$ cat src/pkg/ddw_pkg.sv
// Notes on behaviour
// RULE_01: A write moves eight beats when the burst field is 00, or when it is 01 and A12 is high at the command.
// RULE_02: With the burst field at 01, a write taken with A12 low is a four-beat chop.
// RULE_03: With the burst field at 10, every write is a four-beat chop whatever A12 shows.
// RULE_04: In on-the-fly mode each write picks its own length, so eight and four may alternate.
// RULE_05: Write recovery and write-to-read time start at the first rising edge after the last beat.
// RULE_06: In two-clock preamble mode the write latency must sit above its lowest value; nine is illegal.
// RULE_07: In two-clock preamble mode two column commands must not be exactly five clocks apart.
`default_nettype none
package ddw_pkg;
   localparam logic [3:0] ADDR_CFG = 4'h0;
   localparam logic [3:0] ADDR_STAT = 4'h4;
   localparam logic [3:0] ADDR_DATA = 4'h8;
   localparam logic [3:0] ADDR_CNT = 4'hC;
   localparam int CFG_BF_LSB = 0;
   localparam int CFG_PRE2_BIT = 2;
   localparam int CFG_CWL_LSB = 8;
   localparam int STAT_NONEMPTY_BIT = 0;
   localparam int STAT_OVF_BIT = 1;
   localparam int STAT_CWL_BAD_BIT = 2;
   localparam int STAT_CCD_BAD_BIT = 3;
   localparam int STAT_BUSY_BIT = 4;
   localparam logic [1:0] BF_BL8 = 2'h0;
   localparam logic [1:0] BF_OTF = 2'h1;
   localparam logic [1:0] BF_BC4 = 2'h2;
   localparam logic [1:0] BF_RESET = 2'h0;
   localparam logic [4:0] CWL_LOW = 5'h09;
   localparam logic [4:0] CWL_RESET = 5'h09;
   localparam logic [2:0] CLOCKS_BL8 = 3'h4;
   localparam logic [2:0] CLOCKS_BC4 = 3'h2;
   localparam logic [3:0] CCD_FORBIDDEN = 4'h5;
   localparam logic [3:0] GAP_SAT = 4'hF;
   localparam int FIFO_DEPTH = 8;
   localparam logic [1:0] RESP_OKAY = 2'h0;
   localparam logic [1:0] RESP_SLVERR = 2'h2;
   typedef enum logic [1:0] {
      DDW_NONE = 2'h0,
      DDW_BC4 = 2'h1,
      DDW_BL8 = 2'h2
   } ddw_burst_t;
endpackage
`default_nettype wire

$ cat src/pkg/ddw_fifo_if.sv
`timescale 1ns/100ps
`default_nettype none
interface ddw_fifo_if #(parameter int W = 32) ();
   logic [W-1:0] in_data;
   logic in_valid;
   logic in_ready;
   logic [W-1:0] out_data;
   logic out_valid;
   logic out_ready;
   modport src (output in_data, output in_valid, input in_ready,
      input out_data, input out_valid, output out_ready);
   modport fifo (input in_data, input in_valid, output in_ready,
      output out_data, output out_valid, input out_ready);
endinterface
`default_nettype wire

$ cat src/rtl/ddw_write_seq.sv
`timescale 1ns/100ps
`default_nettype none
module ddw_write_seq
   import ddw_pkg::*;
#(
   parameter int DQ_W = 16,
   parameter int CWL_MAX = 20
) (
   input wire logic aclk,
   input wire logic aresetn,
   input wire logic [3:0] s_axi_awaddr,
   input wire logic s_axi_awvalid,
   output logic s_axi_awready,
   input wire logic [31:0] s_axi_wdata,
   input wire logic [3:0] s_axi_wstrb,
   input wire logic s_axi_wvalid,
   output logic s_axi_wready,
   output logic [1:0] s_axi_bresp,
   output logic s_axi_bvalid,
   input wire logic s_axi_bready,
   input wire logic [3:0] s_axi_araddr,
   input wire logic s_axi_arvalid,
   output logic s_axi_arready,
   output logic [31:0] s_axi_rdata,
   output logic [1:0] s_axi_rresp,
   output logic s_axi_rvalid,
   input wire logic s_axi_rready,
   input wire logic wr_cmd_pin,
   input wire logic a12_pin,
   input wire logic [2*DQ_W-1:0] dq_pin,
   output logic wdata_ready,
   output logic data_capture,
   output logic wr_recovery_ref
);
   localparam int FW = 2 * DQ_W;
   initial begin
      if (FW > 32 || DQ_W < 1) begin
         $error("ddw_write_seq: two beats must fit in one 32-bit word.");
      end
      if (CWL_MAX < 10 || CWL_MAX > 31) begin
         $error("ddw_write_seq: CWL_MAX must lie in 10..31.");
      end
   end

   // Pins are asynchronous to aclk; each passes two flops. Every pin gets
   // the same delay, so the command-to-data distance is preserved.
   logic cmd_s1, cmd_s2, a12_s1, a12_s2;
   logic [FW-1:0] dq_s1, dq_s2;
   always_ff @(posedge aclk) begin
      if (!aresetn) begin
         cmd_s1 <= 1'b0;
         cmd_s2 <= 1'b0;
         a12_s1 <= 1'b0;
         a12_s2 <= 1'b0;
         dq_s1 <= '0;
         dq_s2 <= '0;
      end else begin
         cmd_s1 <= wr_cmd_pin;
         cmd_s2 <= cmd_s1;
         a12_s1 <= a12_pin;
         a12_s2 <= a12_s1;
         dq_s1 <= dq_pin;
         dq_s2 <= dq_s1;
      end
   end

   logic [1:0] burst_field;
   logic pre2;
   logic [4:0] cwl;
   logic ovf, cwl_bad, ccd_bad;
   logic [15:0] burst_count;

   function automatic ddw_burst_t pick_burst(input logic [1:0] bf, input logic a12);
      ddw_burst_t k;
      k = DDW_BL8;
      unique case (bf)
         BF_BL8: k = DDW_BL8; // RULE_01
         BF_OTF: k = a12 ? DDW_BL8 : DDW_BC4; // RULE_01 RULE_02
         BF_BC4: k = DDW_BC4; // RULE_03
         default: k = DDW_BL8;
      endcase
      return k;
   endfunction

   // A latency outside the supported span is clamped so the slot line stays in range.
   logic [4:0] cwl_eff;
   always_comb begin
      if (cwl < CWL_LOW) begin
         cwl_eff = CWL_LOW;
      end else if (cwl > 5'(CWL_MAX)) begin
         cwl_eff = 5'(CWL_MAX);
      end else begin
         cwl_eff = cwl;
      end
   end

   // Each command drops its own burst kind into the slot that reaches the
   // head after the write latency, so lengths can change command by command.
   ddw_burst_t slot [0:CWL_MAX];
   always_ff @(posedge aclk) begin
      if (!aresetn) begin
         for (int i = 0; i <= CWL_MAX; i++) begin
            slot[i] <= DDW_NONE;
         end
      end else begin
         for (int i = 0; i < CWL_MAX; i++) begin
            slot[i] <= slot[i+1];
         end
         slot[CWL_MAX] <= DDW_NONE;
         if (cmd_s2) begin
            // The synced command reaches this line one clock after the synced
            // data would, so it drops one slot short of the latency.
            slot[cwl_eff - 5'h01] <= pick_burst(burst_field, a12_s2); // RULE_04
         end
      end
   end

   // Two beats arrive per clock, so a burst occupies four or two clocks.
   logic [2:0] left;
   logic last_beat;
   logic [2:0] start_len;
   assign start_len = (slot[0] == DDW_BL8) ? CLOCKS_BL8 : CLOCKS_BC4;
   assign data_capture = (slot[0] != DDW_NONE) || (left != 3'h0);
   assign last_beat = (slot[0] != DDW_NONE) ? (start_len == 3'h1) : (left == 3'h1);
   always_ff @(posedge aclk) begin
      if (!aresetn) begin
         left <= 3'h0;
      end else if (slot[0] != DDW_NONE) begin
         left <= start_len - 3'h1;
      end else if (left != 3'h0) begin
         left <= left - 3'h1;
      end
   end

   always_ff @(posedge aclk) begin
      if (!aresetn) begin
         wr_recovery_ref <= 1'b0;
      end else begin
         wr_recovery_ref <= data_capture && last_beat; // RULE_05
      end
   end

   always_ff @(posedge aclk) begin
      if (!aresetn) begin
         burst_count <= 16'h0000;
      end else if (wr_recovery_ref) begin
         burst_count <= burst_count + 16'h0001;
      end
   end

   logic [3:0] gap;
   always_ff @(posedge aclk) begin
      if (!aresetn) begin
         gap <= GAP_SAT;
      end else if (cmd_s2) begin
         gap <= 4'h1;
      end else if (gap != GAP_SAT) begin
         gap <= gap + 4'h1;
      end
   end

   ddw_fifo_if #(.W(FW)) fq ();
   ddw_fifo #(.WIDTH(FW), .DEPTH(FIFO_DEPTH)) u_fifo (
      .aclk(aclk),
      .aresetn(aresetn),
      .f(fq.fifo)
   );
   // The memory bus cannot be held off, so a full buffer loses the beat pair
   // and leaves a sticky flag; wdata_ready warns the controller beforehand.
   assign fq.in_data = dq_s2;
   assign fq.in_valid = data_capture;
   assign wdata_ready = fq.in_ready;

   // Register bus: address and data are latched separately, in either order.
   logic aw_held, w_held;
   logic [3:0] aw_addr;
   logic [31:0] w_data;
   logic [3:0] w_strb;
   logic do_write;
   assign s_axi_awready = !aw_held && !s_axi_bvalid;
   assign s_axi_wready = !w_held && !s_axi_bvalid;
   assign do_write = aw_held && w_held && !s_axi_bvalid;
   always_ff @(posedge aclk) begin
      if (!aresetn) begin
         aw_held <= 1'b0;
         aw_addr <= 4'h0;
      end else if (s_axi_awvalid && s_axi_awready) begin
         aw_held <= 1'b1;
         aw_addr <= s_axi_awaddr;
      end else if (do_write) begin
         aw_held <= 1'b0;
      end
   end
   always_ff @(posedge aclk) begin
      if (!aresetn) begin
         w_held <= 1'b0;
         w_data <= 32'h00000000;
         w_strb <= 4'h0;
      end else if (s_axi_wvalid && s_axi_wready) begin
         w_held <= 1'b1;
         w_data <= s_axi_wdata;
         w_strb <= s_axi_wstrb;
      end else if (do_write) begin
         w_held <= 1'b0;
      end
   end
   always_ff @(posedge aclk) begin
      if (!aresetn) begin
         s_axi_bvalid <= 1'b0;
         s_axi_bresp <= RESP_OKAY;
      end else if (do_write) begin
         s_axi_bvalid <= 1'b1;
         s_axi_bresp <= (aw_addr[1:0] == 2'h0) ? RESP_OKAY : RESP_SLVERR;
      end else if (s_axi_bready) begin
         s_axi_bvalid <= 1'b0;
      end
   end

   logic cfg_wr, stat_wr;
   assign cfg_wr = do_write && (aw_addr == ADDR_CFG);
   assign stat_wr = do_write && (aw_addr == ADDR_STAT) && w_strb[0];
   always_ff @(posedge aclk) begin
      if (!aresetn) begin
         burst_field <= BF_RESET;
         pre2 <= 1'b0;
         cwl <= CWL_RESET;
      end else begin
         if (cfg_wr && w_strb[0]) begin
            burst_field <= w_data[CFG_BF_LSB +: 2];
            pre2 <= w_data[CFG_PRE2_BIT];
         end
         if (cfg_wr && w_strb[1]) begin
            cwl <= w_data[CFG_CWL_LSB +: 5];
         end
      end
   end

   // Sticky flags are cleared by writing one; a new event in the same cycle wins.
   logic ovf_set, ccd_set;
   assign ovf_set = fq.in_valid && !fq.in_ready;
   assign ccd_set = cmd_s2 && pre2 && (gap == CCD_FORBIDDEN); // RULE_07
   always_ff @(posedge aclk) begin
      if (!aresetn) begin
         ovf <= 1'b0;
         ccd_bad <= 1'b0;
         cwl_bad <= 1'b0;
      end else begin
         ovf <= ovf_set || (ovf && !(stat_wr && w_data[STAT_OVF_BIT]));
         ccd_bad <= ccd_set || (ccd_bad && !(stat_wr && w_data[STAT_CCD_BAD_BIT]));
         cwl_bad <= pre2 && (cwl_eff <= CWL_LOW); // RULE_06
      end
   end

   logic [31:0] stat_word;
   always_comb begin
      stat_word = 32'h00000000;
      stat_word[STAT_NONEMPTY_BIT] = fq.out_valid;
      stat_word[STAT_OVF_BIT] = ovf;
      stat_word[STAT_CWL_BAD_BIT] = cwl_bad;
      stat_word[STAT_CCD_BAD_BIT] = ccd_bad;
      stat_word[STAT_BUSY_BIT] = data_capture;
   end

   logic ar_fire;
   assign s_axi_arready = !s_axi_rvalid;
   assign ar_fire = s_axi_arvalid && s_axi_arready;
   // A read of the data word pops one beat pair; an empty buffer reads zero.
   assign fq.out_ready = ar_fire && (s_axi_araddr == ADDR_DATA);
   always_ff @(posedge aclk) begin
      if (!aresetn) begin
         s_axi_rvalid <= 1'b0;
         s_axi_rdata <= 32'h00000000;
         s_axi_rresp <= RESP_OKAY;
      end else if (ar_fire) begin
         s_axi_rvalid <= 1'b1;
         s_axi_rresp <= RESP_OKAY;
         s_axi_rdata <= 32'h00000000;
         unique case (s_axi_araddr)
            ADDR_CFG: begin
               s_axi_rdata[CFG_BF_LSB +: 2] <= burst_field;
               s_axi_rdata[CFG_PRE2_BIT] <= pre2;
               s_axi_rdata[CFG_CWL_LSB +: 5] <= cwl;
            end
            ADDR_STAT: s_axi_rdata <= stat_word;
            ADDR_DATA: s_axi_rdata[FW-1:0] <= fq.out_valid ? fq.out_data : '0;
            ADDR_CNT: s_axi_rdata[15:0] <= burst_count;
            default: s_axi_rresp <= RESP_SLVERR;
         endcase
      end else if (s_axi_rready) begin
         s_axi_rvalid <= 1'b0;
      end
   end
endmodule
`default_nettype wire

$ cat src/rtl/ddw_fifo.sv
`timescale 1ns/100ps
`default_nettype none
module ddw_fifo
   import ddw_pkg::*;
#(
   parameter int WIDTH = 32,
   parameter int DEPTH = FIFO_DEPTH
) (
   input wire logic aclk,
   input wire logic aresetn,
   ddw_fifo_if.fifo f
);
   localparam int AW = $clog2(DEPTH);
   initial begin
      if (DEPTH < 2 || (1 << AW) != DEPTH) begin
         $error("ddw_fifo: DEPTH must be a power of two of at least 2.");
      end
   end
   logic [WIDTH-1:0] mem [0:DEPTH-1];
   logic [AW:0] wr_ptr;
   logic [AW:0] rd_ptr;
   logic full;
   logic empty;
   assign full = (wr_ptr[AW] != rd_ptr[AW]) && (wr_ptr[AW-1:0] == rd_ptr[AW-1:0]);
   assign empty = (wr_ptr == rd_ptr);
   assign f.in_ready = !full;
   assign f.out_valid = !empty;
   assign f.out_data = mem[rd_ptr[AW-1:0]];
   always_ff @(posedge aclk) begin
      if (!aresetn) begin
         wr_ptr <= '0;
      end else if (f.in_valid && !full) begin
         wr_ptr <= wr_ptr + 1'b1;
      end
   end
   always_ff @(posedge aclk) begin
      if (f.in_valid && !full) begin
         mem[wr_ptr[AW-1:0]] <= f.in_data;
      end
   end
   always_ff @(posedge aclk) begin
      if (!aresetn) begin
         rd_ptr <= '0;
      end else if (f.out_ready && !empty) begin
         rd_ptr <= rd_ptr + 1'b1;
      end
   end
endmodule
`default_nettype wire

$ cat config.mk
export PLATFORM = sky130hd
export DESIGN_NAME = ddw_write_seq
export DESIGN_NICKNAME = d
export VERILOG_FILES = /design/src/pkg/ddw_pkg.sv /design/src/pkg/ddw_fifo_if.sv /design/src/rtl/ddw_write_seq.sv /design/src/rtl/ddw_fifo.sv
export SDC_FILE = /design/constraint.sdc
export NUM_CORES = 1
export LEC_CHECK = 0
export ABC_AREA = 1
export BUFFER_PORTS_ARGS = -buffer_cell sky130_fd_sc_hd__buf_4
export CAP_MARGIN = 25
export CORE_MARGIN = 10
export CORE_UTILIZATION = 48
export DETAILED_ROUTE_END_ITERATION = 7
export GPL_ROUTABILITY_DRIVEN = 1
export MAX_ROUTING_LAYER = met4
export PLACE_DENSITY = 0.66
export SLEW_MARGIN = 20
export SYNTH_ARGS = -nofsm -noshare
export SYNTH_HDL_FRONTEND = slang
export SYNTH_HIERARCHICAL = 1
export SYNTH_SLANG_ARGS = --single-unit
$ cat constraint.sdc
create_clock -name aclk -period 4.1 [get_ports aclk]
set_clock_uncertainty 0.05 [all_clocks]
set_input_delay 0.41 -clock aclk [delete_from_list [all_inputs] [get_ports aclk]]
set_output_delay 0.41 -clock aclk [all_outputs]
set_load 0.02 [all_outputs]
# --- Word-level counts from Yosys, hierarchy flattened ---
# Memory sizes are Yosys's and may differ from the RTL's. A register that Yosys moved wholly into a read port is not among the register bits.
# Index checks and enable logic that the tools add are counted.
op_classes:
  n_addsub: 7
  mul: 0
  n_div: 0
  n_lt_le_gt_ge: 3
  n_eq_ne: 14
  shift: 0
  n_mux: 57
  bitwise: 22
  n_reduce_logical: 49
ops:
  columns: ["op", "n"]
  rows:
  - ["$mux W2", 26]
  - ["$mux W32", 1]
  - ["$pmux W5 S3", 2]
  - ["$logic_and A1 B1 Y1", 25]
  - ["$or A1 B1 Y1", 21]
  - ["$add A16 B1 Y16 const B", 1]
  - ["$mux W16", 1]
  - ["$mux W1", 15]
  - ["$mux W3", 5]
  - ["$reduce_bool A2 Y1", 7]
  - ["$add A4 B1 Y4 const B", 3]
  - ["$eq A4 B3 Y1 const B", 3]
  - ["$pmux W3 S4", 1]
  - ["$mux W5", 2]
  - ["$eq A4 B4 Y1 const B", 2]
  - ["$logic_not A1 Y1", 8]
  - ["$logic_not A4 Y1", 2]
  - ["$mux W4", 2]
  - ["$eq A3 B1 Y1 const B", 2]
  - ["$pmux W3 S2", 1]
  - ["$sub A3 B1 Y3 const B", 2]
  - ["$gt A5 B5 Y1 const B", 1]
  - ["$le A5 B4 Y1 const B", 1]
  - ["$lt A5 B4 Y1 const B", 1]
  - ["14 further kinds", 17]
totals:
  regBits: 170
  latchBits: 0
  ram_bits: 298
  romBits: 0
  elab_cells: 183
  memories: 2
mem_list:
  columns: ["memory", "words", "width", "read_ports", "rd_ports_with_merged_regs", "write_ports", "line", "rtl"]
  rows:
  - ["u_fifo.mem", 8, 32, 1, 1, 1, "ddw_fifo.sv:19", "logic [WIDTH-1:0] mem [0:DEPTH-1];"]
  - ["slot", 21, 2, 21, 0, 22, "ddw_write_seq.sv:99", "ddw_burst_t slot [0:CWL_MAX];"]

# --- Logic depth before layout (Yosys ltp) ---
depth:
  depth_word: 8
  depth_mapped: 13
  ltp_nobuf: 12

# --- Hierarchy ---
# The synthesis kept the hierarchy.
modules_own_cells:
  columns: ["mod", "n_inst", "cells_per_inst", "area_each_um2", "seq_area_each_um2"]
  rows:
  - ["ddw_fifo", 1, 887, 10630.2, 7907.6]
  - ["ddw_write_seq", 1, 945, 7288.2, 3963.8]

# --- Worst setup path after synthesis ---
# Ideal clock, no wire load.
synth_path:
  kind: "register -> register"
  from: "reg left[0]"
  to: "mem u_fifo.mem[1][0] (enable)"
  setup_ps: 421
  arrival_time_ps: 2724
  t_required_ps: 3629
  slack_ps: 905
  stages_incl_launch_ff: 7
  n_path_buf: 0
  synth_period_minus_slack_ps: 3195
  cell_sequence: "dfxtp_1 inv_1 ha_1 ha_1 nand2_1 nand3_1 nor2_1"
synth_via:
  elab_chain_cells: 5
synth_lines:
  columns: ["element", "line", "rtl"]
  rows:
  - ["start: declaration", "ddw_write_seq.sv:119", "logic [2:0] left;"]
  - ["start signal: assignment", "ddw_write_seq.sv:129", "left <= start_len - 3'h1;"]
  - ["start signal: assignment", "ddw_write_seq.sv:131", "left <= left - 3'h1;"]
  - ["$reduce_bool A3 Y1", "ddw_write_seq.sv:123", "assign data_capture = (slot[0] != DDW_NONE) || (left != 3'h0);"]
  - ["$logic_or A1 B1 Y1", "ddw_write_seq.sv:123", null]
  - ["named net data_capture", "ddw_write_seq.sv:32", "output logic data_capture,"]
  - ["$logic_and A1 B1 Y1", "ddw_fifo.sv:37", "if (f.in_valid && !full) begin"]
  - ["$mux W1", "ddw_fifo.sv:37", null]
  - ["$mux W1 (implied by the code)", "ddw_fifo.sv:38", "mem[wr_ptr[AW-1:0]] <= f.in_data;"]
  - ["end: declaration", "ddw_fifo.sv:19", null]
# The timed path passes the listed nets, and every way through them passes these cells.

# --- Worst setup path in the final report ---
layout_path:
  from: "reg left[0]"
  to: "mem u_fifo.mem[5][10] (enable)"
layout_via:
  elab_chain_cells: 5
layout_lines:
  columns: ["element", "line"]
  rows:
  - ["$reduce_bool A3 Y1", "ddw_write_seq.sv:123"]
  - ["$logic_or A1 B1 Y1", "ddw_write_seq.sv:123"]
  - ["$logic_and A1 B1 Y1", "ddw_fifo.sv:37"]
  - ["$mux W1", "ddw_fifo.sv:37"]
  - ["$mux W1 (implied by the code)", "ddw_fifo.sv:38"]
# Every way passes these cells.

==> impl_metrics.toml <==
[clocking]
numCtsBuffers = 47
clockBufferDepth = 3
cts_root_buf = "clkbuf_16"
clkSinkCount = 465
h-tree-depth = 2
clkTransAtPathRegs_ps = 60
clk_latency_ps = 580
tritoncts = "done"
ctsResizeCount = 0

[final_layout]
fin_cells = 2466
area_growth_pct = 17.8
num-nets-final = 2055
drive_above_1_share = 0.121
antenna_cells = 0

[drt]
highest_layer = "met4"
via_count = 12400
drc = 0
wl_met2_um = 19100
routed_wl_um = 39400
dr_wl_met3_um = 1850
vias_per_cell = 5.04
dr.pass1.iters = 5
routedWlPerCell_um = 16.0
wl_met1_um = 17700
antenna_left = 0
drt_iter0_drc = 958

[die]
die_width_um = 213
core-area_um2 = 36700
io_pins = 129
rows = 70
start_util = 0.488
die-height_um = 213
die-area_um2 = 45500

[synthesis]
syn_area_um2 = 17900
yosysTopAreaCell = "edfxtp_1"
synth-adder-area-share = 0.00698
syn_area_per_cell_um2 = 9.78
synthTopCellsByArea = "edfxtp_1, dfxtp_1, nand2_1"
synth-simple-area-share = 0.171
synth_edf_count = 256
yosysWarningCount = 6
syn_inst = 1832
synth_top_area_frac = 0.429
synth_seq_cells = 465
synth_xor_area_frac = 0.000489
ys_async_sr_fraction = 0
ys_seq_area_frac = 0.663
synth_cell_types = 42
synthFlopType = "edfxtp_1"
synth-compound-area-share = 0.0978
synth_mux_area_frac = 0
synth_top_family_by_area = "simple AND/OR/NAND/NOR gates"

[sta]
relSlewSlack = 0.367
max_freq_mhz = 356
slew_violations = 0
finalSetupViolCount = 0
fin_crit_ps = 2810
setup_tns_ps = 0
worstMarginPinSlew_ps = 950
fin_crit_sh = 0.685
rsz0062_at_grt = "false"
whs_ps = 34.1
hold_viol_final = 0

[worst_hold_path]
hold_class = "input port to flop"

[setup_path]
arrival_ps = 3040
cp_max_fo = 18
worst-setup-path-type = "flop to flop"
required_ps = 4330
end_kind = "flop"
start_kind = "flop"

[placement]
dp.final_hpwl_um = 23600
place_congestion = 0.816
dp.cells = 2344
io_buffers = 101

[global_routing]
grt_overflow = 0
grt_max_degree = 89
grt_pass1_vias = 12000
antenna_found_initial = 0
grt_util_all_layers = 0.180
grt_pass1_wl_um = 63000

[run]
maxCapViolCount = 0

[pwr]
power.density_nw_per_um2 = 545
leakage_nw = 8.65
peakVddDrop_mv = 0.353

[status]
status = "completed"
==> power by group <==
group / total [mW] / switching (mW) / internal (mW)
Sequential: 5.60 / 0.166 / 5.44
Combinational: 1.41 / 0.972 / 0.439
Clock: 4.49 / 1.81 / 2.69
==> path summary, 6_finish.rpt <==
| kind | cells past startpoint | slack, ps | from | endpoint |
|---|---|---|---|---|
| hold reg to reg | 2 | 340 | dq_s1[27] | dq_s2[27] |
| setup reg to reg | 7 | 1290 | left[0] | u_fifo/mem[5][10] |
| hold / removal | 3 | 30 | s_axi_awaddr[0] | aw_addr[0] |
| setup / recovery | 7 | 1290 | left[0] | u_fifo/mem[5][10] |
==> state kept, by name, summed over array words and instances (netlist names), 2 cells and up, named ones only <==
register	flops
dq_s1	32
burst_count	16
aw_addr	4
dq_s2	32
gap	4
u_fifo/rd_ptr	4
s_axi_rdata	32
w_data	9
u_fifo/mem	256
burst_field	2
w_strb	2
left	3
cwl	5
u_fifo/wr_ptr	4
slot	42
==> cell usage in the layout, fill, tap and decap left out, drive strengths merged, types with 53 or more instances in the layout <==
cell    synthesis  layout
a21oi          71      71
buf            40     125
clkbuf         43      53
dfxtp         209     209
edfxtp        256     256
inv           172     172
nand2         397     397
nand3          58      58
nor2          282     282
o21ai         247     247
==> area by class of cell <==
cell class / instances / area (um2)
Multi-Input combinational cell: 1113 / 5020
Inverter: 174 / 656
Clock buffer: 53 / 1240
Tap cell: 468 / 586
Clock inverter: 34 / 409
Timing Repair Buffer: 159 / 1320
Sequential cell: 465 / 11900
Fill cell: 3127 / 15600
==> synthesized netlist by cell type (all sizes together) (2+ instances only) <==
cell / number
a21oi: 71
a31oi: 3
buf: 40
clkbuf: 43
clkinv: 2
dfxtp: 209
edfxtp: 256
ha: 10
inv: 172
nand2: 397
nand3: 58
nand4: 7
nor2: 282
nor3: 13
o2111ai: 2
o211ai: 8
o21ai: 247
o21bai: 3
or2: 2
==> stage by stage <==
stage,instance area [um2],power [mW],utilization,setup slack (ps)
5_1_grt,21100,12.0,0.575,1050
2_1_floorplan,17900,6.57,-,905
4_1_cts,21100,11.6,0.575,1260
3_3_place_gp,19100,7.04,0.521,1350
6_report,21100,11.5,0.575,1290
3_5_place_dp,19100,7.10,0.521,1280
==> logic make-up (layout without fill, tap and decap cells) <==
group                      count (synthesis)  count (layout)
and+or+nand+nor                          760             760
xor gates and xnor gates                   1               1
other                                      1               4
AOI/OAI and AO/OA                        338             338
DFF                                      465             465
buffers and inverters                    257             420
adders and majority gates                 10              10
==> repair_timing <==
item / CTS / global route
hold endpoints to repair: 34 / 0
hold buffers: 34 / 0
setup buffers: 0 / 0
==> layer usage <==
layer,vias up,track usage
li1,6279,-
met1,5877,0.225
met2,218,0.295
met3,64,0.0337
met4,0,0.0496
met5,-,-
==> worst max-delay path: stages (launching register included) <==
cell and delay (ps):
dfxtp_1 370, inv_1 80, ha_1 200, ha_1 240, nand2_1 350, nand3_1 360
nor2_4 580, buf_12 260
Power figures use the tool's default switching activity.
